File: src/hseq_pkg.sv
// Constants, method decoding and types for the homing sequencer
`default_nettype none
package hseq_pkg;
	// Register byte offsets
	localparam logic [7:0] A_CTRL = 8'h00;
	localparam logic [7:0] A_METH = 8'h04;
	localparam logic [7:0] A_STAT = 8'h08;
	localparam logic [7:0] A_OFS  = 8'h0C;
	localparam logic [7:0] A_TMO  = 8'h10;
	localparam logic [7:0] A_HOME = 8'h14;
	localparam logic [7:0] A_TRQ  = 8'h18;
	// CTRL fields
	localparam int C_START = 0;
	localparam int C_GOZ   = 1;
	localparam int C_AUTO  = 2;
	localparam int C_TMOEN = 3;
	localparam int C_TRQ   = 4;
	localparam int C_W     = 5;
	// STATUS fields
	localparam int S_DONE = 0;
	localparam int S_ERR  = 1;
	localparam int S_BUSY = 2;
	localparam int S_TMO  = 3;
	localparam int S_ST   = 4;
	// Reset values
	localparam logic [4:0]  CTRL_RST = 5'h00;
	localparam logic [7:0]  METH_RST = 8'h22;
	localparam logic [15:0] TMO_RST  = 16'h0BB8;
	// Method codes (signed 8-bit)
	localparam logic [7:0] M_STOP_P  = 8'hEE;
	localparam logic [7:0] M_STOP_N  = 8'hEF;
	localparam logic [7:0] M_STIX_1  = 8'hFF;
	localparam logic [7:0] M_STIX_2  = 8'hFE;
	localparam logic [7:0] M_LIM_P   = 8'h12;
	localparam logic [7:0] M_LIM_N   = 8'h11;
	localparam logic [7:0] M_LIX_1   = 8'h01;
	localparam logic [7:0] M_LIX_2   = 8'h02;
	localparam logic [7:0] M_REF_P   = 8'h17;
	localparam logic [7:0] M_REF_N   = 8'h1B;
	localparam logic [7:0] M_RIX_7   = 8'h07;
	localparam logic [7:0] M_RIX_11  = 8'h0B;
	localparam logic [7:0] M_REND_P  = 8'hE9;
	localparam logic [7:0] M_REND_N  = 8'hE5;
	localparam logic [7:0] M_IDX_N   = 8'h20;
	localparam logic [7:0] M_IDX_P   = 8'h21;
	localparam logic [7:0] M_HERE    = 8'h22;
	// Speed selection
	localparam logic [1:0] SPD_SEARCH = 2'h0;
	localparam logic [1:0] SPD_CRAWL  = 2'h1;
	localparam logic [1:0] SPD_NORMAL = 2'h2;
	// Stop detection: i2t rise in percent
	localparam logic [7:0] I2T_BASE_PCT = 8'h64;
	localparam logic [7:0] I2T_RISE_PCT = 8'h32;
	// Timeout check interval
	localparam int CLK_HZ   = 100_000_000;
	localparam int TICK_MS  = 10;
	localparam int TICK_CYC = TICK_MS * (CLK_HZ / 1000);
	// Bus responses
	localparam logic [1:0] RESP_OK  = 2'h0;
	localparam logic [1:0] RESP_ERR = 2'h2;

	typedef enum {K_NONE, K_STOP, K_LIMIT, K_REF, K_REFEND, K_INDEX, K_BAD} hseq_kind_t;
	typedef enum {ST_IDLE, ST_SEARCH, ST_CRAWL, ST_INDEX, ST_FIN, ST_GOHOME, ST_SET}
		hseq_state_t;

	function automatic hseq_kind_t f_kind(input logic [7:0] m);
		unique case (m)
			M_STOP_P, M_STOP_N, M_STIX_1, M_STIX_2: f_kind = K_STOP;
			M_LIM_P, M_LIM_N, M_LIX_1, M_LIX_2:     f_kind = K_LIMIT;
			M_REF_P, M_REF_N, M_RIX_7, M_RIX_11:    f_kind = K_REF;
			M_REND_P, M_REND_N:                     f_kind = K_REFEND;
			M_IDX_N, M_IDX_P:                       f_kind = K_INDEX;
			M_HERE:                                 f_kind = K_NONE;
			default:                                f_kind = K_BAD;
		endcase
	endfunction : f_kind

	// First direction of travel, 1 = positive
	function automatic logic f_dir(input logic [7:0] m);
		f_dir = (m == M_STOP_P) || (m == M_STIX_2) || (m == M_LIM_P) || (m == M_LIX_1)
			|| (m == M_REF_P) || (m == M_RIX_7) || (m == M_REND_P) || (m == M_IDX_P);
	endfunction : f_dir

	function automatic logic f_idx(input logic [7:0] m);
		f_idx = (m == M_STIX_1) || (m == M_STIX_2) || (m == M_LIX_1) || (m == M_LIX_2)
			|| (m == M_RIX_7) || (m == M_RIX_11);
	endfunction : f_idx
endpackage : hseq_pkg
`default_nettype wire

File: src/hseq_tmo.sv
// Homing timeout watch sampled on a fixed tick
`timescale 1ns/1ps
`default_nettype none
module hseq_tmo #(
	parameter int TICK_CYC = hseq_pkg::TICK_CYC
) (
	// Clock and reset
	input  wire logic        aclk,
	input  wire logic        aresetn,
	input  wire logic        ce,
	// Control
	input  wire logic        run,
	input  wire logic [15:0] limit,
	// Result
	output logic             expired
);
	logic [31:0] cyc_q;
	logic [15:0] tick_q;
	logic        tick;

	assign tick = (cyc_q == 32'(TICK_CYC - 1));

	always_ff @(posedge aclk) begin
		if (!aresetn) begin
			cyc_q <= '0;
		end else if (ce) begin
			if (!run || tick)
				cyc_q <= '0;
			else
				cyc_q <= cyc_q + 32'h1;
		end
	end

	// Elapsed time is only compared at tick boundaries
	always_ff @(posedge aclk) begin
		if (!aresetn) begin
			tick_q  <= '0;
			expired <= 1'b0;
		end else if (ce) begin
			if (!run) begin
				tick_q  <= '0;
				expired <= 1'b0;
			end else if (tick) begin
				tick_q  <= tick_q + 16'h1;
				expired <= (tick_q >= limit);
			end
		end
	end
endmodule : hseq_tmo
`default_nettype wire

File: src/hseq_top.sv
// Homing sequencer with AXI4-Lite register access
`timescale 1ns/1ps
`default_nettype none
module hseq_top #(
	parameter int TICK_CYC = hseq_pkg::TICK_CYC,
	parameter int PW       = 32
) (
	// Clock, reset, enable
	input  wire logic          aclk,
	input  wire logic          aresetn,
	input  wire logic          ce,
	// AXI4-Lite write
	input  wire logic [7:0]    s_axi_awaddr,
	input  wire logic          s_axi_awvalid,
	output logic               s_axi_awready,
	input  wire logic [31:0]   s_axi_wdata,
	input  wire logic [3:0]    s_axi_wstrb,
	input  wire logic          s_axi_wvalid,
	output logic               s_axi_wready,
	output logic [1:0]         s_axi_bresp,
	output logic               s_axi_bvalid,
	input  wire logic          s_axi_bready,
	// AXI4-Lite read
	input  wire logic [7:0]    s_axi_araddr,
	input  wire logic          s_axi_arvalid,
	output logic               s_axi_arready,
	output logic [31:0]        s_axi_rdata,
	output logic [1:0]         s_axi_rresp,
	output logic               s_axi_rvalid,
	input  wire logic          s_axi_rready,
	// Start sources
	input  wire logic          di_start,
	input  wire logic          fbus_start,
	input  wire logic          drive_en,
	// Axis sensing
	input  wire logic          lim_pos,
	input  wire logic          lim_neg,
	input  wire logic          ref_sw,
	input  wire logic          index_pulse,
	input  wire logic          index_known,
	input  wire logic [15:0]   i2t_val,
	input  wire logic [15:0]   torque_val,
	input  wire logic [PW-1:0] act_pos,
	input  wire logic          pos_reached,
	// Motion commands
	output logic               move_req,
	output logic               move_dir,
	output logic [1:0]         move_spd,
	output logic               move_to_pos,
	output logic [PW-1:0]      pos_target,
	output logic               set_pos_stb,
	output logic [PW-1:0]      set_pos_val,
	// Status
	output logic               homing_done,
	output logic               homing_busy,
	output logic               homing_err
);
	hseq_pkg::hseq_state_t st_q;
	hseq_pkg::hseq_kind_t  kind_q;
	logic [hseq_pkg::C_W-1:1] ctrl_q;
	logic [7:0]    meth_q;
	logic [PW-1:0] ofs_q, cap_q, home_q;
	logic [15:0]   tmo_lim_q, trq_q, i2t_base_q;
	logic          dir_q, sdir_q, idxdir_q, useidx_q, fbus_q, endph_q;
	logic          done_q, err_q, tmo_q, first_q, here_q;
	logic          di_q, en_q, trk_q, idx_q, sw_start;
	logic          bvalid_q, rvalid_q, wr, rd;
	logic [1:0]    bresp_q, rresp_q;
	logic [31:0]   rdata_q, rmux;
	logic [31:0]   ctrl_w, meth_w, ofs_w, tmo_w, trq_w;
	logic          rhit;
	logic          start, meth_ok, lim_dir, trk, stop_det, tmo_exp;
	logic [23:0]   i2t_now, i2t_lim;

	function automatic logic [31:0] f_strb(input logic [31:0] o, input logic [31:0] n,
		input logic [3:0] s);
		for (int b = 0; b < 4; b++)
			f_strb[8*b +: 8] = s[b] ? n[8*b +: 8] : o[8*b +: 8];
	endfunction : f_strb

	// Bus slave: address and data are taken together, one response at a time
	assign wr            = s_axi_awvalid && s_axi_wvalid && !bvalid_q;
	assign s_axi_awready = wr;
	assign s_axi_wready  = wr;
	assign rd            = s_axi_arvalid && !rvalid_q;
	assign s_axi_arready = !rvalid_q;
	assign s_axi_bvalid  = bvalid_q;
	assign s_axi_bresp   = bresp_q;
	assign s_axi_rvalid  = rvalid_q;
	assign s_axi_rresp   = rresp_q;
	assign s_axi_rdata   = rdata_q;
	assign sw_start      = wr && (s_axi_awaddr == hseq_pkg::A_CTRL)
		&& s_axi_wstrb[0] && s_axi_wdata[hseq_pkg::C_START];

	// Byte-lane merge of each register with the incoming write word
	assign ctrl_w = f_strb(32'(ctrl_q) << 1, s_axi_wdata, s_axi_wstrb);
	assign meth_w = f_strb(32'(meth_q), s_axi_wdata, s_axi_wstrb);
	assign ofs_w  = f_strb(32'(ofs_q), s_axi_wdata, s_axi_wstrb);
	assign tmo_w  = f_strb(32'(tmo_lim_q), s_axi_wdata, s_axi_wstrb);
	assign trq_w  = f_strb(32'(trq_q), s_axi_wdata, s_axi_wstrb);

	always_ff @(posedge aclk) begin
		if (!aresetn) begin
			bvalid_q <= 1'b0;
			bresp_q  <= hseq_pkg::RESP_OK;
		end else if (ce) begin
			if (wr) begin
				bvalid_q <= 1'b1;
				unique case (s_axi_awaddr)
					hseq_pkg::A_CTRL, hseq_pkg::A_METH, hseq_pkg::A_OFS,
					hseq_pkg::A_TMO, hseq_pkg::A_TRQ: bresp_q <= hseq_pkg::RESP_OK;
					default: bresp_q <= hseq_pkg::RESP_ERR;
				endcase
			end else if (s_axi_bready) begin
				bvalid_q <= 1'b0;
			end
		end
	end

	always_ff @(posedge aclk) begin
		if (!aresetn) begin
			ctrl_q    <= hseq_pkg::CTRL_RST[hseq_pkg::C_W-1:1];
			meth_q    <= hseq_pkg::METH_RST;
			ofs_q     <= '0;
			tmo_lim_q <= hseq_pkg::TMO_RST;
			trq_q     <= '0;
		end else if (ce && wr) begin
			unique case (s_axi_awaddr)
				hseq_pkg::A_CTRL: ctrl_q <= ctrl_w[hseq_pkg::C_W-1:1];
				// Method is frozen while a run is under way
				hseq_pkg::A_METH: if (st_q == hseq_pkg::ST_IDLE)
					meth_q <= meth_w[7:0];
				hseq_pkg::A_OFS: ofs_q <= PW'(ofs_w);
				hseq_pkg::A_TMO: tmo_lim_q <= tmo_w[15:0];
				hseq_pkg::A_TRQ: trq_q <= trq_w[15:0];
				default: ;
			endcase
		end
	end

	always_comb begin
		rhit = 1'b1;
		rmux = '0;
		unique case (s_axi_araddr)
			hseq_pkg::A_CTRL: rmux = 32'(ctrl_q) << 1;
			hseq_pkg::A_METH: rmux = 32'(meth_q);
			hseq_pkg::A_STAT: rmux = {24'h0, 4'(st_q), tmo_q, homing_busy, err_q, done_q};
			hseq_pkg::A_OFS:  rmux = 32'(ofs_q);
			hseq_pkg::A_TMO:  rmux = 32'(tmo_lim_q);
			hseq_pkg::A_HOME: rmux = 32'(home_q);
			hseq_pkg::A_TRQ:  rmux = 32'(trq_q);
			default:          rhit = 1'b0;
		endcase
	end

	always_ff @(posedge aclk) begin
		if (!aresetn) begin
			rvalid_q <= 1'b0;
			rresp_q  <= hseq_pkg::RESP_OK;
			rdata_q  <= '0;
		end else if (ce) begin
			if (rd) begin
				rvalid_q <= 1'b1;
				rdata_q  <= rmux;
				rresp_q  <= rhit ? hseq_pkg::RESP_OK : hseq_pkg::RESP_ERR;
			end else if (s_axi_rready) begin
				rvalid_q <= 1'b0;
			end
		end
	end

	// Edge history of start and axis inputs
	always_ff @(posedge aclk) begin
		if (!aresetn) begin
			di_q    <= 1'b0;
			en_q    <= 1'b0;
			trk_q   <= 1'b0;
			idx_q   <= 1'b0;
			first_q <= 1'b1;
		end else if (ce) begin
			di_q  <= di_start;
			en_q  <= drive_en;
			trk_q <= trk;
			idx_q <= index_pulse;
			if (drive_en && !en_q)
				first_q <= 1'b0;
		end
	end

	// Auto start fires only on the first enable after reset
	assign start = (st_q == hseq_pkg::ST_IDLE) && (sw_start || fbus_start
		|| (di_start && !di_q)
		|| (drive_en && !en_q && first_q && ctrl_q[hseq_pkg::C_AUTO]));
	assign meth_ok = (hseq_pkg::f_kind(meth_q) != hseq_pkg::K_BAD);
	assign lim_dir = dir_q ? lim_pos : lim_neg;
	assign trk     = (kind_q == hseq_pkg::K_LIMIT) ? (sdir_q ? lim_pos : lim_neg) : ref_sw;
	assign i2t_now = 24'(i2t_val) * 24'(hseq_pkg::I2T_BASE_PCT);
	assign i2t_lim = 24'(i2t_base_q) * 24'(hseq_pkg::I2T_BASE_PCT + hseq_pkg::I2T_RISE_PCT);
	assign stop_det = ctrl_q[hseq_pkg::C_TRQ] ? (torque_val >= trq_q)
		: (i2t_now >= i2t_lim);

	hseq_tmo #(.TICK_CYC(TICK_CYC)) u_tmo (
		.aclk    (aclk),
		.aresetn (aresetn),
		.ce      (ce),
		.run     (homing_busy && ctrl_q[hseq_pkg::C_TMOEN]),
		.limit   (tmo_lim_q),
		.expired (tmo_exp)
	);

	always_ff @(posedge aclk) begin
		if (!aresetn) begin
			st_q <= hseq_pkg::ST_IDLE;
			kind_q <= hseq_pkg::K_NONE;
			{dir_q, sdir_q, idxdir_q, useidx_q, fbus_q, endph_q, here_q} <= '0;
			{done_q, err_q, tmo_q, move_req, move_to_pos, set_pos_stb} <= '0;
			move_spd <= hseq_pkg::SPD_SEARCH;
			{cap_q, home_q, pos_target, set_pos_val} <= '0;
			i2t_base_q <= '0;
		end else if (ce) begin
			set_pos_stb <= 1'b0;
			if (tmo_exp && st_q != hseq_pkg::ST_IDLE) begin
				st_q <= hseq_pkg::ST_IDLE;
				err_q <= 1'b1;
				tmo_q <= 1'b1;
				move_req <= 1'b0;
			end else unique case (st_q)
				hseq_pkg::ST_IDLE: if (start) begin
					{done_q, err_q, tmo_q} <= '0;
					if (!meth_ok) begin
						err_q <= 1'b1;
					end else begin
						kind_q <= hseq_pkg::f_kind(meth_q);
						dir_q <= hseq_pkg::f_dir(meth_q);
						sdir_q <= hseq_pkg::f_dir(meth_q);
						useidx_q <= hseq_pkg::f_idx(meth_q);
						idxdir_q <= ~hseq_pkg::f_dir(meth_q);
						fbus_q <= fbus_start;
						endph_q <= (hseq_pkg::f_kind(meth_q) == hseq_pkg::K_REFEND);
						here_q <= (meth_q == hseq_pkg::M_HERE);
						i2t_base_q <= i2t_val;
						move_to_pos <= 1'b0;
						if (meth_q == hseq_pkg::M_HERE) begin
							cap_q <= act_pos;
							st_q <= hseq_pkg::ST_FIN;
						end else begin
							move_req <= 1'b1;
							if (hseq_pkg::f_kind(meth_q) == hseq_pkg::K_INDEX) begin
								move_spd <= hseq_pkg::SPD_CRAWL;
								st_q <= hseq_pkg::ST_INDEX;
							end else begin
								move_spd <= hseq_pkg::SPD_SEARCH;
								st_q <= hseq_pkg::ST_SEARCH;
							end
						end
					end
				end
				hseq_pkg::ST_SEARCH: unique case (kind_q)
					hseq_pkg::K_STOP: if (stop_det) begin
						cap_q <= act_pos;
						dir_q <= idxdir_q;
						move_spd <= hseq_pkg::SPD_CRAWL;
						if (useidx_q && !index_known) begin
							st_q <= hseq_pkg::ST_INDEX;
						end else begin
							move_req <= 1'b0;
							st_q <= hseq_pkg::ST_FIN;
						end
					end
					hseq_pkg::K_LIMIT: if (lim_dir) begin
						dir_q <= ~dir_q;
						move_spd <= hseq_pkg::SPD_CRAWL;
						st_q <= hseq_pkg::ST_CRAWL;
					end
					default: if (endph_q) begin
						if (lim_dir) begin
							endph_q <= 1'b0;
							dir_q <= ~dir_q;
						end
					end else if (ref_sw) begin
						dir_q <= ~dir_q;
						move_spd <= hseq_pkg::SPD_CRAWL;
						st_q <= hseq_pkg::ST_CRAWL;
					end else if (lim_dir) begin
						dir_q <= ~dir_q;
					end
				endcase
				hseq_pkg::ST_CRAWL: if (trk_q && !trk) begin
					cap_q <= act_pos;
					dir_q <= idxdir_q;
					if (useidx_q && !index_known) begin
						st_q <= hseq_pkg::ST_INDEX;
					end else begin
						move_req <= 1'b0;
						st_q <= hseq_pkg::ST_FIN;
					end
				end
				hseq_pkg::ST_INDEX: if (index_pulse && !idx_q) begin
					cap_q <= act_pos;
					move_req <= 1'b0;
					st_q <= hseq_pkg::ST_FIN;
				end
				hseq_pkg::ST_FIN: begin
					home_q <= here_q ? cap_q : cap_q + ofs_q;
					pos_target <= here_q ? cap_q : cap_q + ofs_q;
					if (ctrl_q[hseq_pkg::C_GOZ] && !fbus_q && !here_q) begin
						move_req <= 1'b1;
						move_to_pos <= 1'b1;
						move_spd <= hseq_pkg::SPD_NORMAL;
						st_q <= hseq_pkg::ST_GOHOME;
					end else begin
						st_q <= hseq_pkg::ST_SET;
					end
				end
				hseq_pkg::ST_GOHOME: if (pos_reached) begin
					move_req <= 1'b0;
					move_to_pos <= 1'b0;
					st_q <= hseq_pkg::ST_SET;
				end
				hseq_pkg::ST_SET: begin
					set_pos_stb <= 1'b1;
					set_pos_val <= act_pos - home_q;
					done_q <= 1'b1;
					st_q <= hseq_pkg::ST_IDLE;
				end
			endcase
		end
	end

	assign move_dir    = dir_q;
	assign homing_done = done_q;
	assign homing_busy = (st_q != hseq_pkg::ST_IDLE);
	assign homing_err  = err_q;
endmodule : hseq_top
`default_nettype wire

File: config.mk
export PLATFORM = sky130hd
export DESIGN_NAME = hseq_top
export DESIGN_NICKNAME = d
export VERILOG_FILES = /design/src/hseq_pkg.sv /design/src/hseq_tmo.sv /design/src/hseq_top.sv
export SDC_FILE = /design/constraint.sdc
export NUM_CORES = 1
export LEC_CHECK = 0
export ABC_AREA = 1
export BUFFER_PORTS_ARGS = -buffer_cell sky130_fd_sc_hd__buf_2
export CAP_MARGIN = 10
export CELL_PAD_IN_SITES_DETAIL_PLACEMENT = 0
export CELL_PAD_IN_SITES_GLOBAL_PLACEMENT = 1
export CORE_ASPECT_RATIO = 1.4
export CORE_MARGIN = 4
export CORE_UTILIZATION = 47
export CTS_CLUSTER_DIAMETER = 60
export DETAILED_ROUTE_END_ITERATION = 10
export PLACE_DENSITY_LB_ADDON = 0.1
export SLEW_MARGIN = 5
export SYNTH_ARGS = -nofsm -noshare
export SYNTH_HDL_FRONTEND = slang
export SYNTH_SLANG_ARGS = --single-unit
File: constraint.sdc
create_clock -name aclk -period 15.65 [get_ports aclk]
set_input_delay 1.565 -clock aclk [delete_from_list [all_inputs] [get_ports aclk]]
set_output_delay 1.565 -clock aclk [all_outputs]
set_load 0.005 [all_outputs]
==> results.toml, run 1 <==
[global_routing]
grt_start_max_net_pins = 109
gr-total-overflow = 0
grtUsageTotal = 0.2876
antenna_found_initial = 0
grt_pass1_vias = 21200
grt_pass1_wl_mm = 112.8

[floorplanning]
die_h_um = 259.6
start_util = 0.4785
die_x_um = 187.7
rows = 91
io_pins = 247
core_um2 = 44410
die_area_um2 = 48720

[clock_network]
postCtsSetupBuffers = 0
ctsResizeCount = 0
clockBufferDepth = 3
clock-sinks = 299
clk_pin_slew_ns = 0.06
clkLatencyLatePin_ns = 0.56
root_buffer = "clkbuf_16"
cts_tree = "done"
hold_buffers = 0
cts_buffers = 39
h-tree-depth = 2

[timing]
finalSetupViolCount = 0
setup_slack_ns = 8.910
skew_ns = 0.02036
setup_tns_ns = 0
slew_headroom = 0.1638
finalHoldViolations = 0
final_max_slew_viol_count = 0
tightest_slew_ns = 1.251
finalCritPeriodShare = 0.4307
whs_ns = 0.4588
grt_setup_unrepaired = "no"
min_period_ns = 6.740
fmaxAchievable_mhz = 148.4

[logic_synthesis]
synth_area_um2 = 21250
synth-seq-area-share = 0.2817
avgSynthCellArea_um2 = 7.040
syn_inst = 3018
ys_top_cells_by_area = "dfxtp_1 28%, ha_1 14%, nand2_1 9.4%, a21oi_1 8.2%, inv_1 7.3%"
async_flop_share = 0
yosys_register_bits = 299
synth_cell_type_count = 65
yosysTopAreaCellShare = 0.2817
yosysWarningCount = 0
yosys.area.top_type = "dfxtp_1"
synth_edf_count = 0
ys.flop_type = "dfxtp_1"

[route]
routedWlPerCell_um = 19.00
drtIter0Drc = 1322
ant_nets = 0
drcViolationCount = 0
viasPerCell = 5.579
drtPass1Iterations = 5
wirelength_mm = 72.43
num_vias = 21270

[outcome]
outcome = "finished clean"

[placed_design]
hpwl_mm = 57.65
pre_cts_ws_ns = 8.391
placed_cell_area_um2 = 22850
place.gp.congestion = 1.005
portBuffers = 244

[worst_setup_path]
critical_path.slowest_cell = "nand2_2"
cpMostUsedCell = "nand2_1"
path_class = "in -> reg"
required_ns = 16.13
crit_path_start_kind = "input pin"
cp.arrival_ns = 7.22
slowest_delay_ns = 0.54
end_kind = "flop"
path_max_fanout = 48

[finish]
fin_area_um2 = 24190
drive_gt1_frac = 0.1156
final_cell_mix = "532 x nand2_1, 416 x inv_1, 349 x a21oi_1, 299 x dfxtp_1, 276 x nor2_1"
n_antenna_cell = 0
syn_to_final_growth_pct = 13.86
fillCellCount = 4539
final_common_cell = "nand2_1"
finalNetCount = 3625

[power]
p_leak_nw = 11.30
power.density_nw_per_um2 = 120.2
ir_drop_mv = 0.08261
p_total_mw = 2.909

[min_path]
holdCritPathClass = "reg -> reg"

[flow_run]
max_cap_viol_count = 0
## worst paths after layout
check                startpoint          end  slack [ns]  depth (start not counted)
setup reg to reg  i2t_base_q[5]    cap_q[21]        9.13                         30
hold reg to reg     move_to_pos  move_to_pos        0.46                          2
hold / removal      move_to_pos  move_to_pos        0.46                          2
setup / recovery     i2t_val[3]    cap_q[21]        8.91                         32
## report_power, final
part | total, mW | internal, mW | switching, mW
combinational | 1.09 | 0.414 | 0.681
clock | 0.941 | 0.563 | 0.378
sequential | 0.874 | 0.813 | 0.0610
## state kept, by name, indices dropped and copies added (netlist names), 32 cells and up
| name | cells |
|---|---|
| cap_q | 32 |
| home_q | 32 |
| ofs_q | 32 |
| s_axi_rdata | 32 |
| set_pos_val | 32 |
| u_tmo.cyc_q | 32 |
## cells in the mapped netlist, drive strengths merged (36+ instances only)
cell type / n
a21oi: 350
buf: 36
clkbuf: 54
dfxtp: 299
fa: 36
ha: 231
inv: 427
nand2: 538
nand3: 104
nor2: 287
nor3: 71
o21ai: 269
xor2: 56
## layer usage
layer / share of wire / track usage / vias to the layer above
met5: 0 / 0 / -
met4: 0.048 / 0.1302 / 0
met3: 0.052 / 0.04176 / 164
met2: 0.50 / 0.5268 / 629
met1: 0.40 / 0.3307 / 9943
li1: - / - / 10530
## area by class of cell
| class | instances | area [um^2] | area share |
|---|---|---|---|
| clock buffers | 52 | 1125 | 0.04649 |
| clock inverters | 18 | 215.2 | 0.008895 |
| inverters | 432 | 1624 | 0.06713 |
| multi-input cells | 2198 | 13240 | 0.5472 |
| flip-flops and latches | 299 | 5986 | 0.2474 |
| well taps | 558 | 698.2 | 0.02886 |
| repair buffers | 255 | 1306 | 0.05399 |
## worst max-delay path: cells and delay by family
family                   cells  cell delay (ns)
AO/OA/AOI/OAI                5             0.96
AND/OR/NAND/NOR             16             2.03
adder cells (fa/ha/maj)      5             1.67
XOR/XNOR                     1             0.14
buffers and inverters        5             0.82
## cell families (layout without fill, tap and decap cells)
family,count (synthesis),in the layout,share of synthesized area
muxes,2,2,0.0009422
xor gates and xnor gates,87,87,0.03586
adders and majority gates,267,267,0.1699
buffers and inverters,522,757,0.09575
and+or+nand+nor,1071,1071,0.2148
DFF,299,299,0.2817
AOI/OAI and AO/OA,769,769,0.2008
other,1,2,0.0001765
## per-stage QoR
stage	cells	util
after floorplan	3019	-
after global placement	3742	0.5147
after detailed placement	3742	0.5147
after CTS	3812	0.5448
after global routing	3812	0.5448
final	3812	0.5448
(Power assumes the default switching activity.)
==> run 2: changes to the inputs <==
Settings changed: ABC_AREA 1 to 0, CORE_UTILIZATION 47 to 45.
Clock period 15.65 ns to 6.6 ns, I/O delays scaled along.
==> run 2 against run 1 <==
Compared with the run above: flip-flop and latch count unchanged; area after synthesis down 3.4%; sequential power up 120%; sequential share of layout area up 0.70 points; clock skew up 0.0058 ns; design area down 2.7%; critical path depth down 9; worst hold slack worse by 0.090 ns; critical endpoint is now cap_q[27]; largest cell class unchanged; largest power group is now the clock network.
==> results.toml, run 2 <==
[logic_synthesis]
async_flop_share = 0
synth_top_cells_by_count = "299 x dfxtp_1, 274 x nor2_1, 246 x nand2_1"
synth_top_family_by_area = "compound AO/OA/AOI/OAI gates"
synth_mux_area_frac = 0.04205
synth-seq-area-share = 0.2915
synth_xor_area_frac = 0.04650
synth_edf_count = 0
synth_area_um2 = 20530
synth_fa_ha_area_frac = 0.1759
synthSimpleGateAreaFrac = 0.1923
yosys.area.top_type = "dfxtp_1"
ys.flop_type = "dfxtp_1"
avgSynthCellArea_um2 = 8.077
synthMostInstantiatedCell = "dfxtp_1"
yosysWarningCount = 0
synth_cell_type_count = 79
ys_top_cells_by_area = "dfxtp_1 29%, ha_1 14%, a21oi_1 5.8%, nor2_1 5.0%, nand2_1 4.5%"
synth_compound_area_frac = 0.1970
yosysTopAreaCellShare = 0.2915
yosys_register_bits = 299
syn_inst = 2542

[finish]
final_common_cell = "dfxtp_1"
multi_input_area_um2 = 13470
syn_to_final_growth_pct = 14.61
finalNetCount = 3143
final_cell_mix = "298 x dfxtp_1, 272 x nor2_1, 246 x nand2_1, 244 x buf_2, 239 x a21oi_1"
fin_area_um2 = 23530
fillCellCount = 4522
regArea_um2 = 5987
drive_gt1_frac = 0.1314

[route]
ant_nets = 0
viasPerCell = 5.734
num_vias = 19410
routedWlPerCell_um = 21.00
wirelength_mm = 71.06
drtIter0Drc = 1008
drtPass1Iterations = 5
drcViolationCount = 0

[min_path]
whs_path_depth = 3
holdCritPathClass = "in -> reg"

[power]
intPower_mw = 3.576
power.density_nw_per_um2 = 228.0
combPwrFrac = 0.267
seq_power_share = 0.363
p_total_mw = 5.365
p_clk_frac = 0.370
p_sw_mw = 1.789
switching_share = 0.3335
p_leak_nw = 10.46
ir_drop_mv = 0.2107

[global_routing]
grtUsageTotal = 0.2771
antenna_found_initial = 7
grt_pass1_vias = 19210
grt_start_max_net_pins = 124
gr-total-overflow = 0
grt_pass1_wl_mm = 107.7

[worst_setup_path]
slowest_delay_ns = 0.54
path_cells = "ha_1 -> ha_1 -> fa_1 -> fa_1 -> ha_1 -> o2111ai_2 -> and3_1 -> o31ai_1 -> o21a_1 -> nor2_1 -> xor2_1 -> ha_1 -> nand3_1 -> nor3_1 -> o21ai_0 -> a31oi_1 -> buf_4 -> o211ai_1 -> and2_1 -> or4_4 -> buf_12 -> mux2i_1 -> nor2_1"
path_delay_family = "adder cells"
path_class = "reg -> reg"
critical_path_depth = 23
crit_path_start_kind = "flop"
critical_path.slowest_cell = "or4_4"
required_ns = 6.98
cpMostUsedCell = "ha_1"
path_max_fanout = 32
end_kind = "flop"
path_buf_inv = 2
r2r_cells = 23
cp.arrival_ns = 6.58

[timing]
slew_headroom = 0.2184
finalCritPeriodShare = 0.9388
tightest_slew_ns = 1.162
setup_tns_ns = 0
whs_ns = 0.3690
finalHoldViolations = 0
grt_setup_unrepaired = "no"
final_max_slew_viol_count = 0
skew_ns = 0.02617
finalSetupViolCount = 0
fmaxAchievable_mhz = 161.4
min_period_ns = 6.196

[floorplanning]
start_util = 0.4550
rows = 92
die_x_um = 188.5
io_pins = 247
core_um2 = 45120
die_area_um2 = 49160
die_h_um = 260.7

[placed_design]
hpwl_mm = 56.33
portBuffers = 244
place.gp.congestion = 0.9288
placed_cell_area_um2 = 22360

[clock_network]
clk_pin_slew_ns = 0.06
cts_buffers = 35
cts_tree = "done"
clockBufferDepth = 3
clkLatencyLatePin_ns = 0.55
clock-sinks = 299
root_buffer = "clkbuf_16"
h-tree-depth = 2

[outcome]
outcome = "finished clean"

[flow_run]
max_cap_viol_count = 0
-- run 2: changes by cell type in the layout (fill, tap and decap cells not counted), moves of 38 or more --
| cell | previous run | this run |
|---|---|---|
| mux2i_1 | 2 | 84 |
| inv_1 | 416 | 172 |
| a22oi_1 | 3 | 50 |
| o21ai_0 | 242 | 99 |
| nand2_1 | 532 | 246 |
| a21o_1 | 9 | 47 |
| a21oi_1 | 349 | 239 |
-- run 2: power groups by stage --
stage	logic [mW]	clock network [mW]	registers [mW]
floorplan	1.00	0	1.95
global placement	1.40	0	1.99
detailed placement	1.43	0	1.99
CTS	1.44	2.02	1.95
global route	1.61	2.09	1.95
finish	1.43	1.99	1.95
-- run 2: stage by stage --
stage	cells	setup WS [ns]	utilization
5_1_grt	3383	0.07449	0.5215
3_5_place_dp	3317	0.3157	0.4955
4_1_cts	3381	0.2749	0.5212
2_1_floorplan	2543	0.9551	-
3_3_place_gp	3317	0.4829	0.4955
6_report	3384	0.4036	0.5215
-- run 2: area by class of cell --
cell class / count / share of cell area
timing repair buffer: 276 / 0.06316
sequential: 299 / 0.2544
clock inverter: 18 / 0.008188
tap: 611 / 0.03249
clock buffer: 46 / 0.04110
antenna: 3 / 0.0003190
inverter: 174 / 0.02797
multi-input combinational: 1957 / 0.5724
-- run 2: what timing repair did --
item	4_1_cts	5_1_grt
hold endpoints to repair	0	0
resized for setup	0	1
endpoints found under the setup margin	0	3
hold buffers	0	0
setup buffers	0	0
-- run 2: logic make-up (layout without fill, tap and decap cells) --
logic type | after synthesis | after routing
simple gates | 850 | 850
buf+inv | 287 | 514
compound gates | 643 | 643
mux | 86 | 86
flops | 299 | 299
other cells | 1 | 5
fa+ha+maj | 267 | 267
xor+xnor | 109 | 109
-- run 2: final timing paths --
| path | start | to | slack [ns] |
|---|---|---|---|
| worst max-delay path | i2t_base_q[6] | cap_q[27] | 0.40 |
| worst min-delay path | s_axi_wdata[29] | ofs_q[29] | 0.37 |
| worst max register to register | i2t_base_q[6] | cap_q[27] | 0.40 |
| worst min register to register | first_q | first_q | 0.44 |
-- run 2: layer usage --
metal	GRT usage	vias to the layer above	share of wire
li1	-	9445	-
met1	0.2715	9212	0.34
met2	0.5469	545	0.55
met3	0.03546	199	0.040
met4	0.1677	4	0.069
met5	0	-	0.00038
-- run 2: worst register-to-register path, cell delays in order, from the launching register on --
cell	delay (ns)
dfxtp_1	0.43
ha_1	0.27
ha_1	0.30
fa_1	0.53
fa_1	0.43
ha_1	0.40
o2111ai_2	0.17
and3_1	0.20
o31ai_1	0.42
o21a_1	0.18
nor2_1	0.05
xor2_1	0.15
ha_1	0.30
nand3_1	0.09
nor3_1	0.18
o21ai_0	0.10
a31oi_1	0.32
buf_4	0.18
o211ai_1	0.10
and2_1	0.19
or4_4	0.54
buf_12	0.20
mux2i_1	0.24
nor2_1	0.06
